==> src/logic/pmbus_target_defines.vh <==
// constants for the management-port target: addresses, commands, strap coding, timing
// assumes the including file uses the macros only as sized constants
`ifndef PMBUS_TARGET_DEFINES_VH
`define PMBUS_TARGET_DEFINES_VH

// ----------------------------------------------------------------
// bus addresses and commands
// ----------------------------------------------------------------
`define ALERT_RESP_ADDR   7'h0C
`define CMD_CLEAR_FAULTS  8'h03
`define CMD_SET_ADDRESS   8'hD3
`define ADDR_STRAP_OPEN   7'h3F
`define ADDR_HI_LOW_ISET  3'h3
`define ADDR_HI_HIGH_ISET 3'h4
`define STRAP_BIN_LAST    4'h7

// ----------------------------------------------------------------
// timing
// ----------------------------------------------------------------
`define CLK_KHZ           20000
`define BUS_MAX_KHZ       1000
// core cycles per half bus period at the fastest bus clock
`define HALF_BIT_CYCLES   (`CLK_KHZ / (2 * `BUS_MAX_KHZ))
`define STRAP_SETTLE      2'h3
`define FAULT_W           8

`endif

==> src/logic/sync2.v <==
// two-flop synchroniser for a group of independent level inputs
// assumes each bit is a slow level or a clock far below clk_in
`timescale 1ns/1ns
module sync2 #(
   parameter W = 1
) (
   input  wire         clk_in,
   input  wire         arst_n_in,
   input  wire [W-1:0] async_in,
   output wire [W-1:0] sync_out
);
   reg [W-1:0] meta_reg;
   reg [W-1:0] sync_reg;

   always @(posedge clk_in or negedge arst_n_in) begin
      if (!arst_n_in) begin
         meta_reg <= {W{1'b1}};
         sync_reg <= {W{1'b1}};
      end else begin
         meta_reg <= async_in;
         sync_reg <= meta_reg;
      end
   end

   assign sync_out = sync_reg;
endmodule // sync2

==> src/logic/pmbus_target.v <==
// management-port target: own address selection, alert line and alert-response answer
// assumes scl/sda/strap inputs are asynchronous; fault and store inputs are on clk_in
//
// Contract
// - the port works with a bus clock up to 1 MHz and the host never clocks it faster.
// - a write of the set-address command changes the own address, used from then on.
// - after reset the address comes from the store if valid, else from the straps, low nibble bin 0..7, high 3 or 4, open 3Fh.
// - a read to address 0x0C while the alert is asserted is answered as an alert query.
// - the alert stays asserted until a clearing event, not when the condition goes away.
// - the alert is released after the own address was sent fully in answer to 0x0C.
// - the alert is released when the clear-faults command arrives.
// - configuration is kept in a reprogrammable nonvolatile store.
// - clear-faults clears all status bits at once and never restarts a latched-off output.
// - a fault still present when cleared sets its bit again at once and raises the alert again.
`timescale 1ns/1ns
`include "pmbus_target_defines.vh"
module pmbus_target (
   input  wire                 clk_in,
   input  wire                 arst_n_in,
   input  wire                 scl_in,
   input  wire                 sda_in,
   output wire                 sda_out,
   output wire                 sda_oe_n_out,
   output wire                 alert_oe_n_out,
   output wire                 alert_active_out,
   input  wire [3:0]           addr_strap_bin_in,
   input  wire                 current_set_strap_resistor_in,
   input  wire                 store_valid_in,
   input  wire [6:0]           store_addr_in,
   output wire                 store_write_out,
   output wire [6:0]           store_data_out,
   input  wire [`FAULT_W-1:0]  fault_in,
   output wire [`FAULT_W-1:0]  status_out,
   output wire                 clear_faults_out,
   output wire [6:0]           own_addr_out
);
   // ----------------------------------------------------------------
   // states
   // ----------------------------------------------------------------
   localparam ST_IDLE  = 3'h0;
   localparam ST_ADDR  = 3'h1;
   localparam ST_ACK   = 3'h2;
   localparam ST_RX    = 3'h3;
   localparam ST_TX    = 3'h4;
   localparam ST_WAIT  = 3'h5;

   // ----------------------------------------------------------------
   // input synchronisers
   // ----------------------------------------------------------------
   wire [6:0] sync_w;
   // half a bus period is many core cycles at 1 MHz, so the sync delay stays well inside it
   sync2 #(.W(7)) u_sync (
      .clk_in    (clk_in),
      .arst_n_in (arst_n_in),
      .async_in  ({scl_in, sda_in, current_set_strap_resistor_in, addr_strap_bin_in}),
      .sync_out  (sync_w)
   );
   wire       scl_s  = sync_w[6];
   wire       sda_s  = sync_w[5];
   wire       iset_s = sync_w[4];
   wire [3:0] bin_s  = sync_w[3:0];

   reg scl_d_reg;
   reg sda_d_reg;
   always @(posedge clk_in or negedge arst_n_in) begin
      if (!arst_n_in) begin
         scl_d_reg <= 1'b1;
         sda_d_reg <= 1'b1;
      end else begin
         scl_d_reg <= scl_s;
         sda_d_reg <= sda_s;
      end
   end
   wire scl_rise = scl_s & ~scl_d_reg;
   wire scl_fall = ~scl_s & scl_d_reg;
   wire start_c  = scl_s & scl_d_reg & sda_d_reg & ~sda_s;
   wire stop_c   = scl_s & scl_d_reg & ~sda_d_reg & sda_s;

   // ----------------------------------------------------------------
   // own address
   // ----------------------------------------------------------------
   reg  [6:0] own_addr_reg;
   reg  [1:0] settle_reg;
   reg        addr_loaded_reg;
   reg        addr_wr_pulse;
   reg  [6:0] addr_wr_data;
   wire [6:0] strap_addr = (bin_s > `STRAP_BIN_LAST) ? `ADDR_STRAP_OPEN :
                           {(iset_s ? `ADDR_HI_HIGH_ISET : `ADDR_HI_LOW_ISET), bin_s};

   // straps are read a few cycles after release so the synchronisers hold real pin levels
   always @(posedge clk_in or negedge arst_n_in) begin
      if (!arst_n_in) begin
         own_addr_reg    <= `ADDR_STRAP_OPEN;
         settle_reg      <= 2'h0;
         addr_loaded_reg <= 1'b0;
      end else if (!addr_loaded_reg) begin
         if (settle_reg == `STRAP_SETTLE) begin
            addr_loaded_reg <= 1'b1;
            // a programmed address in the store overrides the straps
            own_addr_reg    <= store_valid_in ? store_addr_in : strap_addr;
         end else begin
            settle_reg <= settle_reg + 2'h1;
         end
      end else if (addr_wr_pulse) begin
         own_addr_reg <= addr_wr_data;
      end
   end

   // ----------------------------------------------------------------
   // status and alert
   // ----------------------------------------------------------------
   reg  [`FAULT_W-1:0] status_reg;
   reg                 alert_reg;
   reg                 clr_pulse;
   reg                 ara_done_pulse;
   // a fault present during the clear re-sets its bit in the same edge
   wire [`FAULT_W-1:0] status_next = clr_pulse ? fault_in : (status_reg | fault_in);
   wire                new_fault   = |(fault_in & (clr_pulse ? {`FAULT_W{1'b1}} : ~status_reg));

   always @(posedge clk_in or negedge arst_n_in) begin
      if (!arst_n_in) begin
         status_reg <= {`FAULT_W{1'b0}};
         alert_reg  <= 1'b0;
      end else begin
         status_reg <= status_next;
         if (new_fault)
            alert_reg <= 1'b1;
         else if (clr_pulse | ara_done_pulse)
            alert_reg <= 1'b0;
      end
   end

   // ----------------------------------------------------------------
   // bus target state machine
   // ----------------------------------------------------------------
   reg [2:0] state_reg;
   reg [2:0] after_ack_reg;
   reg [3:0] bit_cnt_reg;
   reg [7:0] shift_reg;
   reg [7:0] tx_reg;
   reg       data_is_addr_reg;
   reg       drive_low_reg;

   always @(posedge clk_in or negedge arst_n_in) begin
      if (!arst_n_in) begin
         state_reg        <= ST_IDLE;
         after_ack_reg    <= ST_IDLE;
         bit_cnt_reg      <= 4'h0;
         shift_reg        <= 8'h00;
         tx_reg           <= 8'h00;
         data_is_addr_reg <= 1'b0;
         drive_low_reg    <= 1'b0;
         clr_pulse        <= 1'b0;
         ara_done_pulse   <= 1'b0;
         addr_wr_pulse    <= 1'b0;
         addr_wr_data     <= 7'h00;
      end else begin
         clr_pulse      <= 1'b0;
         ara_done_pulse <= 1'b0;
         addr_wr_pulse  <= 1'b0;
         if (start_c) begin
            state_reg     <= addr_loaded_reg ? ST_ADDR : ST_WAIT;
            bit_cnt_reg   <= 4'h0;
            drive_low_reg <= 1'b0;
         end else if (stop_c) begin
            state_reg     <= ST_IDLE;
            drive_low_reg <= 1'b0;
         end else begin
            case (state_reg)
               ST_ADDR, ST_RX: begin
                  if (scl_rise) begin
                     shift_reg   <= {shift_reg[6:0], sda_s};
                     bit_cnt_reg <= bit_cnt_reg + 4'h1;
                  end else if (scl_fall && bit_cnt_reg == 4'h8) begin
                     bit_cnt_reg <= 4'h0;
                     if (state_reg == ST_ADDR) begin
                        if (shift_reg[7:1] == own_addr_reg && !shift_reg[0]) begin
                           drive_low_reg    <= 1'b1;
                           data_is_addr_reg <= 1'b0;
                           state_reg        <= ST_ACK;
                           after_ack_reg    <= ST_RX;
                        end else if (shift_reg[7:1] == `ALERT_RESP_ADDR && shift_reg[0]
                                     && alert_reg) begin
                           drive_low_reg <= 1'b1;
                           tx_reg        <= {own_addr_reg, 1'b0};
                           state_reg     <= ST_ACK;
                           after_ack_reg <= ST_TX;
                        end else begin
                           state_reg <= ST_WAIT;
                        end
                     end else if (data_is_addr_reg) begin
                        addr_wr_pulse <= 1'b1;
                        addr_wr_data  <= shift_reg[6:0];
                        drive_low_reg <= 1'b1;
                        state_reg     <= ST_ACK;
                        after_ack_reg <= ST_WAIT;
                     end else begin
                        // clear-faults carries no data, so it acts on the command byte
                        clr_pulse        <= (shift_reg == `CMD_CLEAR_FAULTS);
                        data_is_addr_reg <= (shift_reg == `CMD_SET_ADDRESS);
                        drive_low_reg    <= 1'b1;
                        state_reg        <= ST_ACK;
                        after_ack_reg    <= ST_RX;
                     end
                  end
               end
               ST_ACK: begin
                  if (scl_fall) begin
                     state_reg     <= after_ack_reg;
                     drive_low_reg <= (after_ack_reg == ST_TX) ? ~tx_reg[7] : 1'b0;
                  end
               end
               ST_TX: begin
                  if (scl_rise) begin
                     if (tx_reg[7] && !sda_s) begin
                        // another target won the address phase; our alert stays up
                        drive_low_reg <= 1'b0;
                        state_reg     <= ST_WAIT;
                     end else begin
                        bit_cnt_reg <= bit_cnt_reg + 4'h1;
                     end
                  end else if (scl_fall) begin
                     if (bit_cnt_reg == 4'h8) begin
                        drive_low_reg  <= 1'b0;
                        ara_done_pulse <= 1'b1;
                        state_reg      <= ST_WAIT;
                     end else begin
                        tx_reg        <= {tx_reg[6:0], 1'b1};
                        drive_low_reg <= ~tx_reg[6];
                     end
                  end
               end
               ST_IDLE, ST_WAIT: begin
                  drive_low_reg <= 1'b0;
               end
               default: begin
                  state_reg     <= ST_IDLE;
                  drive_low_reg <= 1'b0;
               end
            endcase
         end
      end
   end

   // ----------------------------------------------------------------
   // outputs
   // ----------------------------------------------------------------
   // open drain: only ever pull low, the pull-up makes the high level
   assign sda_out          = 1'b0;
   assign sda_oe_n_out     = ~drive_low_reg;
   assign alert_oe_n_out   = ~alert_reg;
   assign alert_active_out = alert_reg;
   assign store_write_out  = addr_wr_pulse;
   assign store_data_out   = addr_wr_data;
   assign status_out       = status_reg;
   // the power stage is told only to clear flags; a latched-off output is not restarted
   assign clear_faults_out = clr_pulse;
   assign own_addr_out     = own_addr_reg;
endmodule // pmbus_target

==> config.mk <==
export PLATFORM = sky130hd
export DESIGN_NAME = pmbus_target
export DESIGN_NICKNAME = d
export VERILOG_FILES = /design/src/logic/sync2.v /design/src/logic/pmbus_target.v
export VERILOG_INCLUDE_DIRS = /design/src /design/src/logic
export SDC_FILE = /design/constraint.sdc
export NUM_CORES = 1
export LEC_CHECK = 0
export BUFFER_PORTS_ARGS = -buffer_cell sky130_fd_sc_hd__buf_2
export CAP_MARGIN = 30
export CORE_ASPECT_RATIO = 0.8
export CORE_MARGIN = 10
export CORE_UTILIZATION = 55
export CTS_CLUSTER_DIAMETER = 80
export DETAILED_ROUTE_END_ITERATION = 16
export GPL_TIMING_DRIVEN = 0
export PLACE_DENSITY = 0.83
export SLEW_MARGIN = 15
export SYNTH_ARGS = -nofsm -noshare
export SYNTH_HDL_FRONTEND = slang
export SYNTH_SLANG_ARGS = --single-unit
==> constraint.sdc <==
create_clock -name clk_in -period 5.4 [get_ports clk_in]
set_input_delay 1.62 -clock clk_in [delete_from_list [all_inputs] [get_ports clk_in]]
set_output_delay 1.62 -clock clk_in [all_outputs]
set_load 0.01 [all_outputs]
==> results.json, run 1 <==
{
  "die_w_um": 108.8,
  "clock-skew-final_ns": 0.009256,
  "ys_ff_latch": 73,
  "seq_area_frac_synth_pct": 53.46,
  "cp_cell_sequence": "buf_2",
  "setup_viol": 0,
  "stdcell_area_um2": 4075,
  "rsz0062_at_grt": "no",
  "cp-startpoint": "own_addr_out[5]$_DFFE_PN1P_",
  "cpPeakStageDelay_ns": 0.58,
  "wl_per_cell_um": 16.90,
  "cts_tree": "built",
  "clk_path_buf_depth": 2,
  "maxSlewViolCount": 0,
  "io_buffers": 51,
  "route.detailed.drc": 0,
  "num_antenna_cells": 0,
  "yosys-top-cells-area": "dfrtp_1, dfstp_2, mux2_2, nand2_1, mux2_1",
  "yosysUniqueCellTypes": 61,
  "nets": 409,
  "yosysTopAreaCell": "dfrtp_1",
  "cts_setup_buffers": 0,
  "ys_warn_count": 0,
  "worst-path-max-fanout": 4,
  "cp_data_arrival_time_ns": 1.08,
  "ant_nets": 0,
  "clk_pin_slew_ns": 0.07,
  "clk_latency_ns": 0.35,
  "place_area_um2": 3855,
  "leakagePower_nw": 1.897,
  "synth_nets": 346,
  "critPathRequiredTime_ns": 3.78,
  "dp_hpwl_um": 5754,
  "first_iter_violations": 201,
  "maxCapViolations": 0,
  "stdcell_count": 464,
  "dr.pass1.iters": 5,
  "slew_headroom_pct": 38.61,
  "core_um2": 6006,
  "period_share_pct": 49.91,
  "clkSinkCount": 73,
  "min-delay-start": "u_sync.meta_reg[0]$_DFF_PN1_",
  "vias": 2648,
  "period_minus_slack_ns": 2.695,
  "path_buf_inv": 1,
  "grt-ovfl-total": 0,
  "critical_path_class": "reg2out",
  "clock_tree.root_cell": "clkbuf_8",
  "status": "finished clean",
  "grt_max_degree": 58,
  "max_freq_ghz": 0.3710,
  "cts_hold_buf": 0,
  "hp-class": "reg2reg",
  "synth_enable_flop_cells": 0,
  "cts_buffers": 9,
  "peakVddDrop_v": 0.0002670,
  "synth_cells": 315,
  "syn_area_um2": 3468,
  "synth_flop_cell": "dfrtp_1",
  "netlist.area_leader.share_pct": 36.80,
  "start_util_pct": 57.75,
  "dp.cells": 448,
  "synth_area_per_cell_um2": 11.01,
  "ioPinCount": 53,
  "via_per_inst": 5.707,
  "path_delay_family": "flip-flops",
  "grt_pass1_wl_um": 12900,
  "end_kind": "output pin",
  "area_delta_synth_final_pct": 17.50,
  "rows": 25,
  "post_cts_resized": 0,
  "grt_usage_pct": 16.04,
  "ys_async_sr_fraction_pct": 100.0,
  "htree_num_levels": 3,
  "start_kind": "register",
  "hold_viol_final": 0,
  "cp_slowest_cell": "dfstp_2",
  "rr_startpoint": "u_sync.sync_out[5]$_DFF_PN1_",
  "power.density_nw_per_um2": 394.8,
  "grt_antenna_before_repair": 0,
  "gp_congestion": 0.9057,
  "fin_setup_tns_ns": 0,
  "wl_um": 7842,
  "tightestPinTransition_ns": 0.9066,
  "grt_pass1_vias": 2630,
  "drive_above_1_share_pct": 29.24,
  "dieHeight_um": 91.03,
  "die-area_um2": 9902
}
[layout by cell type, fill, tap and decap left out, types with 6 or more instances in the layout]
cell      instances
nor2b_1           6
buf_2            52
clkbuf_8         11
inv_1            20
ha_1              6
mux2_2           17
nor2_1           10
a32oi_1           8
dfstp_2          22
nor3_1            6
clkbuf_1          8
a21o_1           10
a21oi_1           9
xor2_1            9
o21ai_0          12
nand2_1          41
mux2_1            7
dfrtp_1          51
[cell families (layout without fill, tap and decap cells)]
kind of cell	Yosys count	in the layout	share of synthesized area [%]
fa+ha+maj	6	6	2.164
simple gates	95	95	14.29
xor+xnor	9	9	2.273
flops	73	73	53.46
compound gates	71	71	14.90
other cells	1	1	0.1081
buf+inv	32	100	3.860
mux	28	28	8.947
[power breakdown]
group          switching [mW]  internal (mW)  leakage [nW]
combinational           0.242          0.188         0.933
sequential             0.0909          0.639         0.851
clock                   0.200          0.249         0.113
[cell usage after synthesis (all sizes together), types with 2 or more instances]
cell     number
nor2b         6
and2          3
nor2         10
or3b          2
and3          2
or3           2
or4           3
a21oi         9
nand3b        2
and3b         2
nand2b        4
a32oi         8
mux2         24
a21o         10
xor2          9
nor3          6
nand2        41
ha            6
dfstp        22
o211ai        3
inv          20
o21ai        12
dfrtp        51
a2bb2oi       2
buf           5
clkbuf        7
a222oi        2
nand4b        3
nor4          2
o311ai        2
mux2i         4
a31oi         2
o31ai         4
o22ai         4
[worst reg2reg max path: cells and delay by family, from the launching register on]
kind | cells | cell delay [ns]
buffers and inverters | 2 | 0.54
muxes | 1 | 0.37
DFF | 1 | 0.53
xor gates and xnor gates | 1 | 0.18
and+or+nand+nor | 3 | 0.80
[worst paths after layout]
path / cells after the start / to / slack (ns)
max in group asynchronous: 2 / own_addr_out[0]$_DFFE_PN1P_ / 3.69
worst max-delay path: 1 / own_addr_out[5] / 2.70
worst max register to register: 7 / store_data_out[5]$_DFFE_PN0P_ / 2.86
min in group asynchronous: 1 / settle_reg[1]$_DFFE_PN0P_ / 1.13
worst min register to register: 0 / u_sync.sync_out[0]$_DFF_PN1_ / 0.36
worst min-delay path: 0 / u_sync.sync_out[0]$_DFF_PN1_ / 0.36
[through the flow]
step / utilization [%] / worst slack [ns] / total power [mW] / hold slack, ns
2_1_floorplan: - / 2.754 / 1.024 / 0.3452
3_3_place_gp: 63.69 / 2.360 / 1.139 / 0.3456
3_5_place_dp: 64.19 / 2.549 / 1.161 / 0.3472
4_1_cts: 67.85 / 2.687 / 1.613 / 0.3582
5_1_grt: 67.85 / 2.640 / 1.702 / 0.3619
6_report: 67.85 / 2.705 / 1.609 / 0.3577
[final cells by class]
cell class                 instances  area [um^2]
clock inverter                     2        15.01
fill                             494         1931
sequential                        73         1854
inverter                          20        75.07
timing repair buffer              52        285.3
tap                               81        101.3
clock buffer                      14        205.2
multi-input combinational        210         1480
buffer                            12        58.81
[routing by layer]
layer	up-vias	part of all wire (%)	GRT usage (%)
met3	8	7.9	6.780
li1	1260	-	-
met4	0	0.94	3.509
met1	1274	46	20.93
met2	106	45	24.25
met5	-	0	0
Note: power is estimated with default switching activity, not from simulation.
==> inputs of run 2 (changes only) <==
==> constraint.sdc (replaced) <==
create_clock -name clk_in -period 2.75 [get_ports clk_in]
set_input_delay 0.825 -clock clk_in [delete_from_list [all_inputs] [get_ports clk_in]]
set_output_delay 0.825 -clock clk_in [all_outputs]
set_load 0.01 [all_outputs]
==> run 2 against run 1 <==
Critical path depth increased by 6; largest cell class unchanged; sequential cell count unchanged; final cell count is 0.65% higher; design area grew 0.55%; first-iteration DRC count rose by 4.5%.
==> results.json, run 2 (same netlist as run 1, synthesis figures left out) <==
{
  "mostFrequentLayoutCells": "buf_2, dfrtp_1, nand2_1, dfstp_2, inv_1",
  "status": "finished clean",
  "die-area_um2": 9902,
  "num_antenna_cells": 0,
  "hp-class": "in2async",
  "power.density_nw_per_um2": 772.4,
  "clock_tree.root_cell": "clkbuf_8",
  "layout_commonest_cell": "buf_2",
  "ant_nets": 0,
  "critPathRequiredTime_ns": 2.98,
  "fin_setup_tns_ns": 0,
  "clk_pin_slew_ns": 0.07,
  "dieHeight_um": 91.03,
  "route.detailed.drc": 0,
  "rsz0062_at_grt": "no",
  "start_util_pct": 57.75,
  "clk_latency_ns": 0.35,
  "cts_buffers": 9,
  "grt_pass1_vias": 2630,
  "period_share_pct": 90.86,
  "ioPinCount": 53,
  "nets": 412,
  "clk_path_buf_depth": 2,
  "worst-path-max-fanout": 8,
  "multiInputGateArea_um2": 1480,
  "dr.pass1.iters": 5,
  "stdcell_count": 467,
  "rows": 25,
  "reg2reg_depth": 7,
  "dp_hpwl_um": 5754,
  "first_iter_violations": 210,
  "start_kind": "register",
  "grt_usage_pct": 16.04,
  "period_minus_slack_ns": 2.499,
  "wl_per_cell_um": 16.96,
  "dp.cells": 448,
  "clock-skew-final_ns": 0.009066,
  "cp_data_arrival_time_ns": 2.72,
  "nFillCells": 489,
  "htree_num_levels": 3,
  "seq_area_um2": 1854,
  "gp_congestion": 0.9057,
  "setup_viol": 0,
  "rr_endpoint": "tx_reg[3]$_DFFE_PN0P_",
  "core_um2": 6006,
  "grt_antenna_before_repair": 0,
  "maxSlewViolCount": 0,
  "grt_max_degree": 58,
  "tightestPinTransition_ns": 0.9135,
  "via_per_inst": 5.760,
  "peakVddDrop_v": 0.0005255,
  "critical_path_class": "reg2reg",
  "grt-ovfl-total": 0,
  "slew_headroom_pct": 38.14,
  "grt_pass1_wl_um": 12900,
  "rr_startpoint": "shift_reg[5]$_DFFE_PN0P_",
  "end_kind": "register",
  "maxCapViolations": 0,
  "cts_hold_buf": 0,
  "drive_above_1_share_pct": 29.79,
  "io_buffers": 51,
  "reg2reg_setup_slack_ns": 0.25,
  "wl_um": 7919,
  "clkSinkCount": 73,
  "max_freq_ghz": 0.4002,
  "hold_viol_final": 0,
  "area_delta_synth_final_pct": 18.15,
  "leakagePower_nw": 1.910,
  "vias": 2690,
  "cts_tree": "built",
  "die_w_um": 108.8
}
## run 2: cell count changes in the layout (fill, tap and decap cells not counted), sizes merged
| cell | previous run | this run |
|---|---|---|
| buf | 57 | 60 |
## run 2: what timing repair did
action                                  in CTS  in global routing
setup buffers                                0                  3
resized for setup                            0                  0
endpoints found under the setup margin       0                  5
hold endpoints to repair                     0                  0
## run 2: area by class of cell
type / instances / area share [%]
tap: 81 / 2.473
inverter: 20 / 1.832
clock buffer: 14 / 5.008
multi-input combinational: 210 / 36.12
sequential: 73 / 45.25
timing repair buffer: 55 / 7.511
buffer: 12 / 1.435
clock inverter: 2 / 0.3664
## run 2: layer usage
metal  vias up  part of all wire [%]  routed length, um  global-route usage, %
li1       1268                     -                  -                      -
met1      1294                    45               3540                  20.93
met2       121                    46               3631                  24.25
met5         -                     0                  0                      0
met4         0                  0.68                 54                  3.509
met3         7                   8.8                693                  6.780
## run 2: worst max-delay path, stage by stage, from the launching register on
cell and delay (ns):
dfrtp_1 0.45, or3_1 0.41, or4b_1 0.49, buf_2 0.19, o31ai_1 0.20, and2b_1 0.17, buf_6 0.13, mux2_1 0.34
## run 2: metrics by stage
step	worst slack, ns	util, %	area [um^2]	total power, mW	hold WS (ns)
CTS	0.2168	67.85	4075	3.168	0.3205
detailed placement	0.2649	64.19	3855	2.280	0.3472
floorplan	0.4720	-	3468	2.010	0.3452
global placement	0.2526	63.69	3825	2.237	0.3456
finish	0.2513	68.23	4098	3.165	0.3305
global route	0.08821	68.23	4098	3.347	0.3147
## run 2: how the worst max path moves through the flow
stage | start | end
finish | shift_reg[5]$_DFFE_PN0P_ | tx_reg[3]$_DFFE_PN0P_
global route | shift_reg[5]$_DFFE_PN0P_ | tx_reg[1]$_DFFE_PN0P_
global placement | u_sync.sync_out[5]$_DFF_PN1_ | store_data_out[3]$_DFFE_PN0P_
CTS | u_sync.sync_out[5]$_DFF_PN1_ | store_data_out[5]$_DFFE_PN0P_
floorplan | shift_reg[5]$_DFFE_PN0P_ | tx_reg[1]$_DFFE_PN0P_
detailed placement | u_sync.sync_out[5]$_DFF_PN1_ | store_data_out[5]$_DFFE_PN0P_
## run 2: power breakdown
part | leakage (nW) | internal (mW) | switching, mW
registers | 0.851 | 1.25 | 0.178
logic | 0.946 | 0.371 | 0.477
clock network | 0.113 | 0.490 | 0.395
total | 1.91 | 2.12 | 1.05
